File: config.mk
export PLATFORM = sky130hd
export DESIGN_NAME = bsc_ctrl
export DESIGN_NICKNAME = d
export VERILOG_FILES = /design/src/bsc_pkg.sv /design/src/bsc_ctrl.sv
export SDC_FILE = /design/constraint.sdc
export NUM_CORES = 1
export LEC_CHECK = 0
export BUFFER_PORTS_ARGS = -buffer_cell sky130_fd_sc_hd__buf_4
export CAP_MARGIN = 20
export CORE_UTILIZATION = 30
export CTS_BUF_LIST = sky130_fd_sc_hd__clkbuf_8
export CTS_CLUSTER_DIAMETER = 30
export DETAILED_ROUTE_END_ITERATION = 7
export GPL_TIMING_DRIVEN = 0
export PLACE_DENSITY_LB_ADDON = 0.1
export SLEW_MARGIN = 40
export SYNTH_ARGS = -nofsm -noshare
export SYNTH_HDL_FRONTEND = slang
export SYNTH_SLANG_ARGS = --single-unit
File: constraint.sdc
create_clock -name clk -period 2.6 [get_ports clk]
set_clock_uncertainty 0.1 [all_clocks]
set_input_delay 0.13 -clock clk [delete_from_list [all_inputs] [get_ports clk]]
set_output_delay 0.13 -clock clk [all_outputs]
set_load 0.02 [all_outputs]
File: src/bsc_pkg.sv
// Purpose: Shared constants and types for the bridge secondary control block.
// Assumes: APB register access with 32-bit data and byte addresses.
// Notes: Offsets, field positions, reset values and counts are named here once.
package bsc_pkg;

  // Register byte offsets.
  localparam logic [11:0] BSC_CTRL_OFS = 12'h03c;
  localparam logic [11:0] BSC_STAT_OFS = 12'h040;
  localparam logic [11:0] BSC_MASK_OFS = 12'h044;
  localparam logic [11:0] BSC_TMR_OFS = 12'h048;
  localparam logic [11:0] BSC_CFG_OFS = 12'h04c;

  // Bridge control register field positions.
  localparam int BSC_DISCARD_SERR_BIT = 27;
  localparam int BSC_DISCARD_STAT_BIT = 26;
  localparam int BSC_SEC_DISC_SEL_BIT = 25;
  localparam int BSC_PRI_DISC_SEL_BIT = 24;
  localparam int BSC_FAST_B2B_BIT = 23;
  localparam int BSC_SEC_RESET_BIT = 22;
  localparam int BSC_MA_MODE_BIT = 21;
  localparam int BSC_VGA_FULL_BIT = 20;
  localparam int BSC_VGA_EN_BIT = 19;

  // Configuration register field positions.
  localparam int BSC_CFG_FATAL_BIT = 0;
  localparam int BSC_CFG_SERR_BIT = 1;
  localparam int BSC_CFG_PCI_MODE_BIT = 2;

  // Interrupt status and mask bit positions.
  localparam int BSC_IRQ_DISCARD_BIT = 0;
  localparam int BSC_IRQ_ERRMSG_BIT = 1;
  localparam int BSC_IRQ_TABORT_BIT = 2;
  localparam int BSC_IRQ_W = 3;

  // Reset values.
  localparam logic [31:0] BSC_CTRL_RST = 32'h0000_0000;
  localparam logic [2:0] BSC_CFG_RST = 3'h4;
  localparam logic [2:0] BSC_MASK_RST = 3'h0;

  // Discard timer lengths in PCI clocks.
  localparam int BSC_DISC_LONG_CNT = 32768;
  localparam int BSC_DISC_SHORT_CNT = 1024;
  localparam int BSC_CNT_W = 16;

  // VGA I/O decode windows on address bits 9:0.
  localparam logic [9:0] BSC_VGA_A_LO = 10'h3b0;
  localparam logic [9:0] BSC_VGA_A_HI = 10'h3bb;
  localparam logic [9:0] BSC_VGA_B_LO = 10'h3c0;
  localparam logic [9:0] BSC_VGA_B_HI = 10'h3df;

  // Value returned for reads that ended in an unsupported request.
  localparam logic [31:0] BSC_UR_READ_DATA = 32'hffff_ffff;

  // Error message toward the upstream link.
  typedef struct packed {
    logic valid;
    logic fatal;
  } bsc_errmsg_type;

  // Unsupported-request completion arriving from upstream.
  typedef struct packed {
    logic valid;
    logic is_read;
  } bsc_ur_type;

endpackage

File: src/bsc_ctrl.sv
// Purpose: Secondary-side control of a PCIe-to-PCI bridge: discard timer,
//   secondary reset, master-abort reporting and VGA I/O decode.
// Assumes: APB slave on clk; pci_clk is sampled, not used as a clock.
// Notes: Event inputs are one-cycle pulses from logic on clk.
// How it works
// Select bit picks 2^15 or 2^10 clocks.
// Timer starts when completion reaches queue head.
// Expiry without retry drops transaction, sets flag.
// Primary discard select reads zero always.
// Fast back-to-back enable reads zero always.
// Reset bit set drives secondary reset low.
// Reset bit holds secondary logic in default.
// Reset bit leaves registers and upstream untouched.
// Software times the reset pulse width itself.
// Mode clear: UR reads all ones, writes complete.
// Mode clear: posted master-abort silently dropped.
// Mode set: UR answered with target-abort.
// Mode set: posted abort sends error if enabled.
// Fatal severity selectable only with advanced reporting.
// Full decode compares 16 bits, else 10 bits.
// Full decode matters only with VGA enabled.
// Discard flag set on expiry, write-one clears.
// VGA windows 3b0-3bb, 3c0-3df, upper half zero.
// Retry completion stops and clears the timer.
`timescale 1ns/1ps
`default_nettype none
module bsc_ctrl #(
  parameter int DISC_LONG_CNT = bsc_pkg::BSC_DISC_LONG_CNT,
  parameter int DISC_SHORT_CNT = bsc_pkg::BSC_DISC_SHORT_CNT,
  parameter bit AER_SUPPORTED = 1'b1
) (
  input wire logic clk,
  input wire logic srst,
  input wire logic psel,
  input wire logic penable,
  input wire logic pwrite,
  input wire logic [11:0] paddr,
  input wire logic [31:0] pwdata,
  output logic [31:0] prdata,
  output logic pready,
  output logic pslverr,
  input wire logic pci_clk,
  input wire logic dt_cpl_at_head,
  input wire logic dt_retry_done,
  output logic dt_discard,
  output logic pci_rst_n,
  output logic sec_init,
  input wire bsc_pkg::bsc_ur_type ur_cpl,
  output logic ur_read_ones,
  output logic [31:0] ur_read_data,
  output logic ur_write_done,
  output logic ur_target_abort,
  input wire logic posted_ma,
  output logic posted_drop,
  output bsc_pkg::bsc_errmsg_type err_msg,
  input wire logic io_valid,
  input wire logic [31:0] io_addr,
  output logic vga_hit,
  output logic irq
);
  import bsc_pkg::*;

  // Discard timer states.
  typedef enum logic {DT_IDLE, DT_RUN} bsc_dt_state_type;

  logic [31:0] ctrl_ff; // Bridge control bits, only the documented ones are kept.
  logic [2:0] cfg_ff; // Severity select, command SERR enable, PCI mode.
  logic [BSC_IRQ_W-1:0] stat_ff; // Sticky interrupt status, cleared on read.
  logic [BSC_IRQ_W-1:0] mask_ff; // Interrupt mask.
  logic [31:0] prdata_ff; // Read data captured in the setup cycle.
  logic pready_ff; // Zero-wait ready.
  logic pslverr_ff; // Error for unmapped addresses.
  logic pci_s1_ff, pci_s2_ff, pci_s3_ff; // Link clock synchroniser and history.
  bsc_dt_state_type dt_state_ff; // Discard timer state.
  logic [BSC_CNT_W-1:0] cnt_ff; // PCI clocks counted so far.
  logic dt_discard_ff; // Discard pulse.
  logic pci_rst_n_ff, sec_init_ff; // Secondary reset drive and init level.
  logic ur_ones_ff, ur_wdone_ff, ur_tabort_ff; // Unsupported-request answers.
  logic [31:0] ur_data_ff; // Fill data for aborted reads.
  logic posted_drop_ff; // Silent drop of an aborted posted write.
  bsc_errmsg_type err_msg_ff; // Error message request.
  logic vga_hit_ff; // VGA decode result.
  logic irq_ff; // Interrupt level.

  logic wr_en, rd_en, pci_edge, expire, mapped;
  logic [BSC_CNT_W-1:0] last_cnt;
  logic vga_low_match, vga_match;
  logic [31:0] ctrl_rd;

  // Bus phases: an access completes at the edge where penable and pready are high.
  assign wr_en = psel & penable & pready_ff & pwrite;
  assign rd_en = psel & penable & pready_ff & ~pwrite;
  assign mapped = (paddr == BSC_CTRL_OFS) | (paddr == BSC_STAT_OFS) |
                  (paddr == BSC_MASK_OFS) | (paddr == BSC_TMR_OFS) |
                  (paddr == BSC_CFG_OFS);

  // Control register read view; read-only fields are forced low.
  always_comb begin
    ctrl_rd = ctrl_ff;
    ctrl_rd[BSC_PRI_DISC_SEL_BIT] = 1'b0;
    ctrl_rd[BSC_FAST_B2B_BIT] = 1'b0;
  end

  // Ready is raised in the setup cycle so every access ends after one cycle.
  always_ff @(posedge clk) begin
    if (srst) begin
      pready_ff <= 1'b0;
      pslverr_ff <= 1'b0;
      prdata_ff <= 32'h0000_0000;
    end else begin
      pready_ff <= psel & ~penable;
      pslverr_ff <= psel & ~penable & ~mapped;
      if (psel & ~penable & ~pwrite) begin
        // Read data is latched at setup so it stands during the access phase.
        case (paddr)
          BSC_CTRL_OFS: prdata_ff <= ctrl_rd;
          BSC_STAT_OFS: prdata_ff <= {29'h0000_0000, stat_ff};
          BSC_MASK_OFS: prdata_ff <= {29'h0000_0000, mask_ff};
          BSC_TMR_OFS: prdata_ff <= {cnt_ff, 15'h0000, dt_state_ff == DT_RUN};
          BSC_CFG_OFS: prdata_ff <= {29'h0000_0000, cfg_ff};
          default: prdata_ff <= 32'h0000_0000;
        endcase
      end
    end
  end

  // Control register; the secondary reset bit clears no control bit, only the timer count and state.
  always_ff @(posedge clk) begin
    if (srst) begin
      ctrl_ff <= BSC_CTRL_RST;
    end else begin
      if (wr_en && paddr == BSC_CTRL_OFS) begin
        ctrl_ff[BSC_DISCARD_SERR_BIT] <= pwdata[BSC_DISCARD_SERR_BIT];
        ctrl_ff[BSC_SEC_DISC_SEL_BIT] <= pwdata[BSC_SEC_DISC_SEL_BIT];
        ctrl_ff[BSC_SEC_RESET_BIT] <= pwdata[BSC_SEC_RESET_BIT];
        ctrl_ff[BSC_MA_MODE_BIT] <= pwdata[BSC_MA_MODE_BIT];
        ctrl_ff[BSC_VGA_FULL_BIT] <= pwdata[BSC_VGA_FULL_BIT];
        ctrl_ff[BSC_VGA_EN_BIT] <= pwdata[BSC_VGA_EN_BIT];
        // Writing one clears the discard flag.
        if (pwdata[BSC_DISCARD_STAT_BIT]) begin
          ctrl_ff[BSC_DISCARD_STAT_BIT] <= 1'b0;
        end
      end
      // A discard in the same cycle as the clear wins.
      if (expire) begin
        ctrl_ff[BSC_DISCARD_STAT_BIT] <= 1'b1;
      end
    end
  end

  // Configuration and mask registers; only srst clears them, never the reset bit.
  always_ff @(posedge clk) begin
    if (srst) begin
      cfg_ff <= BSC_CFG_RST;
      mask_ff <= BSC_MASK_RST;
    end else begin
      if (wr_en && paddr == BSC_CFG_OFS) begin
        cfg_ff <= pwdata[2:0];
      end
      if (wr_en && paddr == BSC_MASK_OFS) begin
        mask_ff <= pwdata[BSC_IRQ_W-1:0];
      end
    end
  end

  // Sticky status: a read clears it, a new event in that cycle survives.
  always_ff @(posedge clk) begin
    if (srst) begin
      stat_ff <= '0;
    end else begin
      stat_ff <= ((rd_en && paddr == BSC_STAT_OFS) ? '0 : stat_ff) |
                 {ur_tabort_ff, err_msg_ff.valid, dt_discard_ff};
    end
  end

  // Interrupt output is high while any unmasked status bit is set.
  always_ff @(posedge clk) begin
    if (srst) begin
      irq_ff <= 1'b0;
    end else begin
      irq_ff <= |(stat_ff & mask_ff);
    end
  end

  // Link clock passes two flip-flops; the third stage only serves edge finding.
  always_ff @(posedge clk) begin
    if (srst) begin
      pci_s1_ff <= 1'b0;
      pci_s2_ff <= 1'b0;
      pci_s3_ff <= 1'b0;
    end else begin
      pci_s1_ff <= pci_clk;
      pci_s2_ff <= pci_s1_ff;
      pci_s3_ff <= pci_s2_ff;
    end
  end
  assign pci_edge = pci_s2_ff & ~pci_s3_ff;

  // Terminal count follows the secondary discard select bit.
  assign last_cnt = ctrl_ff[BSC_SEC_DISC_SEL_BIT] ?
                    BSC_CNT_W'(DISC_SHORT_CNT - 1) :
                    BSC_CNT_W'(DISC_LONG_CNT - 1);
  assign expire = (dt_state_ff == DT_RUN) & ~dt_retry_done & pci_edge &
                  (cnt_ff == last_cnt) & ~ctrl_ff[BSC_SEC_RESET_BIT];

  // Discard timer: waits for the completion at queue head, then counts PCI clocks.
  always_ff @(posedge clk) begin
    if (srst) begin
      dt_state_ff <= DT_IDLE;
      cnt_ff <= '0;
      dt_discard_ff <= 1'b0;
    end else begin
      dt_discard_ff <= expire;
      if (ctrl_ff[BSC_SEC_RESET_BIT]) begin
        // Secondary side held in its default state.
        dt_state_ff <= DT_IDLE;
        cnt_ff <= '0;
      end else begin
        case (dt_state_ff)
          DT_IDLE: begin
            if (dt_cpl_at_head) begin
              dt_state_ff <= DT_RUN;
              cnt_ff <= '0;
            end
          end
          DT_RUN: begin
            if (dt_retry_done) begin
              // The master came back in time; the timer stops and clears.
              dt_state_ff <= DT_IDLE;
              cnt_ff <= '0;
            end else if (expire) begin
              dt_state_ff <= DT_IDLE;
              cnt_ff <= '0;
            end else if (pci_edge) begin
              cnt_ff <= cnt_ff + 1'b1;
            end
          end
          default: begin
            dt_state_ff <= DT_IDLE;
            cnt_ff <= '0;
          end
        endcase
      end
    end
  end

  // Secondary reset follows the control bit; pulse width is software's job.
  always_ff @(posedge clk) begin
    if (srst) begin
      pci_rst_n_ff <= 1'b1;
      sec_init_ff <= 1'b0;
    end else begin
      pci_rst_n_ff <= ~ctrl_ff[BSC_SEC_RESET_BIT];
      sec_init_ff <= ctrl_ff[BSC_SEC_RESET_BIT];
    end
  end

  // Master-abort handling; the secondary reset bit does not gate any of these answers.
  always_ff @(posedge clk) begin
    if (srst) begin
      ur_ones_ff <= 1'b0;
      ur_wdone_ff <= 1'b0;
      ur_tabort_ff <= 1'b0;
      ur_data_ff <= 32'h0000_0000;
      posted_drop_ff <= 1'b0;
      err_msg_ff <= '0;
    end else begin
      ur_ones_ff <= ur_cpl.valid & ur_cpl.is_read & cfg_ff[BSC_CFG_PCI_MODE_BIT] &
                    ~ctrl_ff[BSC_MA_MODE_BIT];
      ur_wdone_ff <= ur_cpl.valid & ~ur_cpl.is_read & cfg_ff[BSC_CFG_PCI_MODE_BIT] &
                     ~ctrl_ff[BSC_MA_MODE_BIT];
      ur_tabort_ff <= ur_cpl.valid & cfg_ff[BSC_CFG_PCI_MODE_BIT] &
                      ctrl_ff[BSC_MA_MODE_BIT];
      if (ur_cpl.valid & ur_cpl.is_read & ~ctrl_ff[BSC_MA_MODE_BIT]) begin
        ur_data_ff <= BSC_UR_READ_DATA;
      end
      posted_drop_ff <= posted_ma & ~ctrl_ff[BSC_MA_MODE_BIT];
      err_msg_ff.valid <= posted_ma & ctrl_ff[BSC_MA_MODE_BIT] &
                          cfg_ff[BSC_CFG_SERR_BIT];
      // Fatal severity only exists where advanced reporting is built in.
      err_msg_ff.fatal <= AER_SUPPORTED & cfg_ff[BSC_CFG_FATAL_BIT];
    end
  end

  // VGA I/O decode: 10-bit compare with aliases unless full decode is on.
  assign vga_low_match = (io_addr[9:0] >= BSC_VGA_A_LO && io_addr[9:0] <= BSC_VGA_A_HI) ||
                         (io_addr[9:0] >= BSC_VGA_B_LO && io_addr[9:0] <= BSC_VGA_B_HI);
  assign vga_match = vga_low_match && io_addr[31:16] == 16'h0000 &&
                     (~ctrl_ff[BSC_VGA_FULL_BIT] || io_addr[15:10] == 6'h00);
  always_ff @(posedge clk) begin
    if (srst) begin
      vga_hit_ff <= 1'b0;
    end else begin
      vga_hit_ff <= io_valid & ctrl_ff[BSC_VGA_EN_BIT] & vga_match;
    end
  end

  assign prdata = prdata_ff;
  assign pready = pready_ff;
  assign pslverr = pslverr_ff;
  assign dt_discard = dt_discard_ff;
  assign pci_rst_n = pci_rst_n_ff;
  assign sec_init = sec_init_ff;
  assign ur_read_ones = ur_ones_ff;
  assign ur_read_data = ur_data_ff;
  assign ur_write_done = ur_wdone_ff;
  assign ur_target_abort = ur_tabort_ff;
  assign posted_drop = posted_drop_ff;
  assign err_msg = err_msg_ff;
  assign vga_hit = vga_hit_ff;
  assign irq = irq_ff;
endmodule
`default_nettype wire

==> results by group, run 1 <==
Outcome
  – Status: finished clean

Die
  – Row cnt: 38
  – Die width: 108.3 µm
  – CORE AREA: 10940 µm²
  – Die area: 11730 µm²
  – Initial Utilization: 0.3100
  – # IOs: 165
  – Die height: 108.3 µm

Final layout
  – Fraction of layout cells with a size suffix above 1: 0.3455
  – Register area: 1383 µm²
  – Area Overhead vs Synth: 45.37%
  – Inserted Diodes: 0
  – Commonest cells after routing, fill and taps aside: buf_4 (170), dfxtp_1 (68), nand2_1 (38)
  – Area of the multi-input gates: 1627 µm²
  – Nets: 661
  – Fillers: 1138
  – Leading cell type in the layout, fill and taps excluded: buf_4

STA
  – RSZ-0062 raised after global routing: no
  – Fin. max-slew vios: 0
  – Setup WS post-layout: 0.07053 ns
  – Final setup fails: 0
  – Fin crit period: 2.529 ns
  – Final Hold Viols: 0
  – Worst-margin pin slew: 0.7528 ns
  – FMAX: 395.3 MHz
  – Period utilization: 0.9729
  – Slew margin rel.: 0.4976
  – Setup tns final: 0 ns

Routing
  – Initial drt markers: 146
  – Total Wirelength: 9805 µm
  – Detailed-route DRC error count: 0
  – Wire per inst: 13.69 µm
  – Routed vias: 3445
  – Antenna-violating nets left: 0
  – Via density: 4.811
  – First-pass detailed-route iteration total: 5

Power
  – VDD IR-drop max: 0.2179 mV
  – Leak: 0.002015 µW
  – Cell Pwr Density: 441.7 nW/µm²

CTS
  – Clock Pin Slew Worst Setup and Hold Paths: 0.07 ns
  – CTS root buf: clkbuf_8
  – CTS tree: built
  – Num CTS Buffers: 9
  – CTS H-tree lvls: 3
  – Clock Path Buffers: 2
  – Clock Latency Late Sink: 0.34 ns
  – Setup Buffers After CTS: 0
  – Clock Sink Count: 69

Hold path
  – Worst Hold Endpoint: dt_state_ff
  – WHS Path Cells: 3
  – Hold Crit Class: in -> reg
  – Hold path startpoint: srst

Yosys
  – Ys async rst share: 0
  – Seq/Total Area, Yosys: 0.4075
  – Post-Synthesis Cells: 402
  – Ys flop type: dfxtp_1
  – Synth area leaders: dfxtp_1 (41%), buf_4 (9.7%), a21oi_1 (5.5%)
  – Yosys cell types: 55
  – Post-synth EDFFs: 0
  – Synth Register Bits: 69
  – Most area-hungry cell type in the Yosys netlist: dfxtp_1
  – Post-synthesis cell area: 3390 µm²
  – Syn Area/Cell: 8.432 µm²
  – Synth Warn #: 0
  – Area share of the largest cell type after synthesis: 0.4075

Critical path
  – Worst r2r dst: cnt_ff[11]
  – Worst Path Required: 2.78 ns
  – Worst Path Max Fanout: 1
  – CP Launch Type: primary input
  – CP Capture Type: flop
  – Flop-to-flop setup slack: 0.41 ns
  – R2R cell count: 6
  – Critical path arrival: 2.71 ns
  – CP startpoint: io_addr[22]
  – Reg-to-reg startpoint: cnt_ff[0]
  – Critical path class: in -> reg

Global routing
  – Vias in the first global route: 3112
  – GR Util All Layers: 0.1716
  – Initial antenna violation count: 0
  – Largest net degree at the start of global routing: 34
  – First-pass GRT wire length: 15530 µm
  – Grt ovf: 0

Placement
  – Gpl congestion: 0.7934
  – Place WS: 0.4097 ns
  – Post-detail-place hpwl: 7530 µm
  – Port bufs: 126

Run
  – Max Cap Violations: 0
## metal layers
layer	vias to the layer above	GRT usage	share of wire
met5	-	0	0
met2	140	0.2830	0.47
met1	1551	0.2226	0.45
met4	0	0.03958	0.010
li1	1746	-	-
met3	8	0.04581	0.068
## power by group
group / internal (µW) / switching, µW / total (µW) / leakage, µW
Clock: 353 / 378 / 732 / 0.0000957
Combinational: 197 / 167 / 364 / 0.00136
Sequential: 1070 / 15.5 / 1080 / 0.000558
## kinds of logic (layout without fill, tap and decap cells)
kind of cell | count (synthesis) | in the layout | synth area share
simple gates | 153 | 153 | 0.2558
flops | 69 | 69 | 0.4075
other cells | 1 | 13 | 0.001106
mux | 3 | 3 | 0.01329
fa+ha+maj | 1 | 1 | 0.003691
buf+inv | 69 | 231 | 0.1262
xor+xnor | 3 | 3 | 0.007753
compound gates | 103 | 103 | 0.1846
## worst max-delay path: stages
cell and delay (ns):
dlygate4sd3_1 0.53, buf_4 0.13, nor2_1 0.06, dlygate4sd3_1 0.54
nand3_1 0.05, dlygate4sd3_1 0.56, nor3_1 0.14, dlygate4sd3_1 0.56
## registers in the layout (all words and copies together) (netlist names), 2 cells and up
name     cells
err_msg      2
mask_ff      3
cfg_ff       3
cnt_ff      16
ctrl_ff      7
prdata      19
stat_ff      3
## what timing repair did
| item | CTS | global route |
|---|---|---|
| endpoints found under the hold margin | 22 | 0 |
| hold buffers | 21 | 0 |
| gates resized for setup | 0 | 0 |
## metrics by stage
stage,power [µW],area (µm²),std cells,hold WS (ns),utilization
6_report,2177,4927,716,0.05908,0.4506
5_1_grt,2291,4927,716,0.05494,0.4506
4_1_cts,2213,4927,716,0.05122,0.4506
3_5_place_dp,1450,4558,680,0.2245,0.4168
3_3_place_gp,1448,4556,680,0.2173,0.4166
2_1_floorplan,1285,3435,414,0.1087,-
## synthesized netlist by cell type (3+ instances only)
cell type   n
dfxtp_1    69
buf_4      44
nand2_1    38
a21oi_1    37
o21ai_0    28
nand3_1    26
nor2_1     15
inv_1      13
a22oi_1    10
or4_1       9
nor2b_1     8
and2_1      7
clkbuf_1    7
nand4_1     7
o31ai_1     7
nor3_1      6
o211ai_1    5
nor4_1      4
or3_1       4
a31oi_1     3
and3_1      3
buf_2       3
nand2b_1    3
nor3b_1     3
nor4b_1     3
or3b_2      3
## area by class of cell
type / count / share of cell area
Buffer: 56 / 0.07694
Clock inverter: 5 / 0.004317
Inverter: 13 / 0.009903
Clock buffer: 10 / 0.02793
Timing Repair Buffer: 147 / 0.2346
Multi-Input combinational cell: 276 / 0.3301
Sequential cell: 69 / 0.2806
Tap cell: 140 / 0.03555
## worst max path at each step
stage | end | depth (start not counted)
after CTS | vga_hit | 8
after floorplan | cnt_ff[10] | 5
after detailed placement | cnt_ff[11] | 5
after global routing | vga_hit | 8
after global placement | cnt_ff[9] | 5
final | vga_hit | 8
Note: power is estimated with default switching activity, not from simulation.
==> run 2: changes to the inputs <==
--- a/config.mk
+++ b/config.mk
@@ -5,6 +5,7 @@
 export SDC_FILE = /design/constraint.sdc
 export NUM_CORES = 1
 export LEC_CHECK = 0
+export ABC_AREA = 1
 export BUFFER_PORTS_ARGS = -buffer_cell sky130_fd_sc_hd__buf_4
 export CAP_MARGIN = 20
 export CORE_UTILIZATION = 30
==> results by group, run 2 <==
Outcome
  – Status: finished clean

Final layout
  – Leading cell type in the layout, fill and taps excluded: buf_4
  – Nets: 743 (+12%)
  – Final Instance Count excl. Fillers: 798 (+11%)
  – Register area: 1383 µm² (unchanged)
  – Area of the multi-input gates: 1484 µm² (-8.8%)
  – Fillers: 1136 (-0.18%)
  – Finished Cell Area: 5011 µm² (+1.7%)
  – Area Overhead vs Synth: 46.17%
  – Fraction of layout cells with a size suffix above 1: 0.3161 (-0.02938)
  – Inserted Diodes: 0 (unchanged)
  – Max reg flops: 19 (unchanged)
  – Commonest cells after routing, fill and taps aside: buf_4 (172), nand2_1 (96), dfxtp_1 (68)

Critical path
  – Cell family with most CP delay: buffers and inverters
  – Crit-path cells: dlygate4sd3_1, buf_4, nor4_1, dlygate4sd3_1, nand2_1, dlygate4sd3_1, a21oi_1
  – Reg-to-reg startpoint: cnt_ff[1]
  – Max stage delay on crit path: 0.59 ns (+0.03 ns)
  – Worst Path Max Fanout: 1 (unchanged)
  – Critical path class: in -> reg
  – CP Launch Type: primary input
  – Worst r2r dst: cnt_ff[3]
  – Slowest cell on the critical path: dlygate4sd3_1
  – Worst Path Buf+Inv: 4 (-1)
  – Cell with the most instances on the worst path: dlygate4sd3_1
  – Worst Path Required: 2.77 ns (about the same)
  – CP Capture Type: flop
  – R2R cell count: 11 (+5)
  – Flop-to-flop setup slack: 0.82 ns (+0.41 ns)
  – Critical path arrival: 2.29 ns (-0.42 ns)
  – Critical Path Stages: 7 (-1)

CTS
  – Setup Buffers After CTS: 0 (unchanged)
  – Post-cts resize count: 0 (unchanged)
  – Clock Path Buffers: 2 (unchanged)
  – CTS root buf: clkbuf_8
  – Clock Latency Late Sink: 0.34 ns (about the same)
  – Clock Sink Count: 69 (unchanged)
  – Clock Pin Slew Worst Setup and Hold Paths: 0.07 ns (about the same)
  – Num CTS Buffers: 9 (unchanged)
  – CTS H-tree lvls: 3 (unchanged)
  – CTS tree: built

Power
  – Seq pwr share: 0.464 (-0.033)
  – VDD IR-drop max: 0.2710 mV (+24%)
  – Cell Pwr Density: 464.3 nW/µm² (+5.1%)
  – Tot Pwr: 2327 µW (+6.9%)
  – Switching Fraction: 0.2678 (+0.01021)
  – Internal power: 1704 µW (+5.4%)
  – Leak: 0.002263 µW (+12%)
  – Clk pwr share: 0.374 (+0.038)
  – NetSw: 623.2 µW (+11%)
  – Comb power frac: 0.162 (-0.005)

STA
  – Fin crit period: 2.119 ns (-0.4110 ns)
  – Final setup fails: 0 (unchanged)
  – Setup WS post-layout: 0.4815 ns (+0.4110 ns)
  – Final Hold Viols: 0 (unchanged)
  – Worst-margin pin slew: 0.7102 ns (-0.04264 ns)
  – Setup tns final: 0 ns (unchanged)
  – RSZ-0062 raised after global routing: no
  – Fin. max-slew vios: 0 (unchanged)
  – Period utilization: 0.8148 (-0.1581)
  – Slew margin rel.: 0.5266 (+0.02893)
  – FMAX: 472.0 MHz (+19%)

Yosys
  – Synth Register Bits: 69 (unchanged)
  – Post-synthesis cell area: 3428 µm² (+1.1%)
  – Synth area leaders: dfxtp_1 (40%), nand2_1 (11%), buf_4 (9.9%)
  – Yosys cell types: 37 (-33%)
  – Ys async rst share: 0 (unchanged)
  – Area share of the largest cell type after synthesis: 0.4029 (-0.004611)
  – Ys flop type: dfxtp_1
  – Post-synth EDFFs: 0 (unchanged)
  – Synth Warn #: 0 (unchanged)
  – Syn Area/Cell: 7.113 µm² (-16%)
  – Seq/Total Area, Yosys: 0.4029 (-0.004611)
  – Count leader, synth: nand2_1
  – Most area-hungry cell type in the Yosys netlist: dfxtp_1
  – Top cells by count, synth: nand2_1 (96), dfxtp_1 (69), inv_1 (57)
  – Post-Synthesis Cells: 482 (+20%)

Global routing
  – GR Util All Layers: 0.1707 (-0.0009144)
  – Vias in the first global route: 3279 (+5.4%)
  – Initial antenna violation count: 0 (unchanged)
  – Grt ovf: 0 (unchanged)
  – Largest net degree at the start of global routing: 34 (unchanged)
  – First-pass GRT wire length: 15520 µm (about the same)

Placement
  – Gpl congestion: 0.8696 (+9.6%)
  – Port bufs: 127 (+0.79%)
  – Placed Area: 4603 µm² (+0.99%)
  – Placed insts: 761 (+12%)
  – Place WS: 0.8281 ns (+0.4184 ns)
  – Post-detail-place hpwl: 7866 µm (+4.5%)

Routing
  – Total Wirelength: 10020 µm (+2.2%)
  – First-pass detailed-route iteration total: 5 (unchanged)
  – Antenna-violating nets left: 0 (unchanged)
  – Detailed-route DRC error count: 0 (unchanged)
  – Wire per inst: 12.56 µm (-8.3%)
  – Initial drt markers: 131 (-10%)
  – Via density: 4.442 (-7.7%)
  – Routed vias: 3545 (+2.9%)

Die
  – Row cnt: 38 (unchanged)
  – Die width: 108.9 µm (+0.56%)
  – # IOs: 165 (unchanged)
  – CORE AREA: 10980 µm² (+0.43%)
  – Initial Utilization: 0.3121 (+0.002190)
  – Die height: 108.9 µm (+0.56%)
  – Die area: 11860 µm² (+1.1%)

Hold path
  – Worst Hold Endpoint: vga_hit
  – Hold path startpoint: io_addr[21]
  – Hold Crit Class: in -> reg
  – WHS Path Cells: 6 (+3)

Run
  – Max Cap Violations: 0 (unchanged)
[run 2: cell count changes in the layout (fill, tap and decap cells not counted), sizes merged, moves of 8 or more]
cell,change
nor2,+46
o22ai,+8
a22oi,-10
nand3,+14
nand2,+61
or4,-9
nor2b,-8
inv,+44
o21ai,-10
[run 2: layout make-up]
type	instances	share of cell area
Multi-Input combinational cell	311	0.2961
Sequential cell	69	0.2759
Timing Repair Buffer	149	0.2342
Buffer	54	0.07640
Inverter	60	0.04494
Tap cell	140	0.03496
Clock buffer	9	0.02472
Clock inverter	6	0.01273
[run 2: per-stage QoR]
step / util / hold slack (ns)
after floorplan: - / 0.1075
after global routing: 0.4563 / 0.03417
after detailed placement: 0.4191 / 0.2188
after CTS: 0.4563 / 0.006762
after global placement: 0.4190 / 0.2107
final: 0.4563 / 0.02026
[run 2: power groups by stage]
stage	sequential, µW	combinational (µW)	clock, µW
after floorplan	1110	193	0
after global placement	1100	354	0
after detailed placement	1100	355	0
after CTS	1080	380	894
after global routing	1080	409	944
final	1080	378	870
[run 2: worst max-delay path by stage]
| stage | startpoint | to | slack (ns) |
|---|---|---|---|
| 6_report | io_addr[14] | vga_hit | 0.48 |
| 5_1_grt | io_addr[14] | vga_hit | 0.42 |
| 4_1_cts | io_addr[14] | vga_hit | 0.54 |
| 3_5_place_dp | cnt_ff[0] | cnt_ff[3] | 0.83 |
| 3_3_place_gp | cnt_ff[0] | cnt_ff[11] | 0.82 |
| 2_1_floorplan | cnt_ff[0] | cnt_ff[8] | 1.09 |
[run 2: worst register-to-register path: stages, from the launching register on]
cell and delay (ns):
dfxtp_1 0.39, ha_1 0.19, nand2_1 0.09, inv_1 0.09, nand3_1 0.11, nor2_1 0.12, nand3_1 0.11, nand2_1 0.10
nand2_2 0.07, nand2_4 0.11, buf_6 0.15, nor2_1 0.05
[run 2: cell families after synthesis]
kind of cell	count (synthesis)	synth area share
simple gates	222	0.2865
buf+inv	114	0.1774
flops	69	0.4029
compound gates	68	0.1102
xor+xnor	6	0.01533
fa+ha+maj	1	0.003649
other cells	1	0.001094
mux	1	0.002920
[run 2: what timing repair did]
action | 4_1_cts | 5_1_grt
setup endpoints to repair | 0 | 0
hold endpoints to repair | 20 | 0
hold buffers | 22 | 0
[run 2: layer usage]
| layer | track usage | vias to the layer above | part of all wire |
|---|---|---|---|
| met2 | 0.3077 | 115 | 0.49 |
| met4 | 0.05019 | 0 | 0.013 |
| met3 | 0.03228 | 10 | 0.058 |
| li1 | - | 1833 | - |
| met1 | 0.2035 | 1587 | 0.44 |
| met5 | 0 | - | 0 |
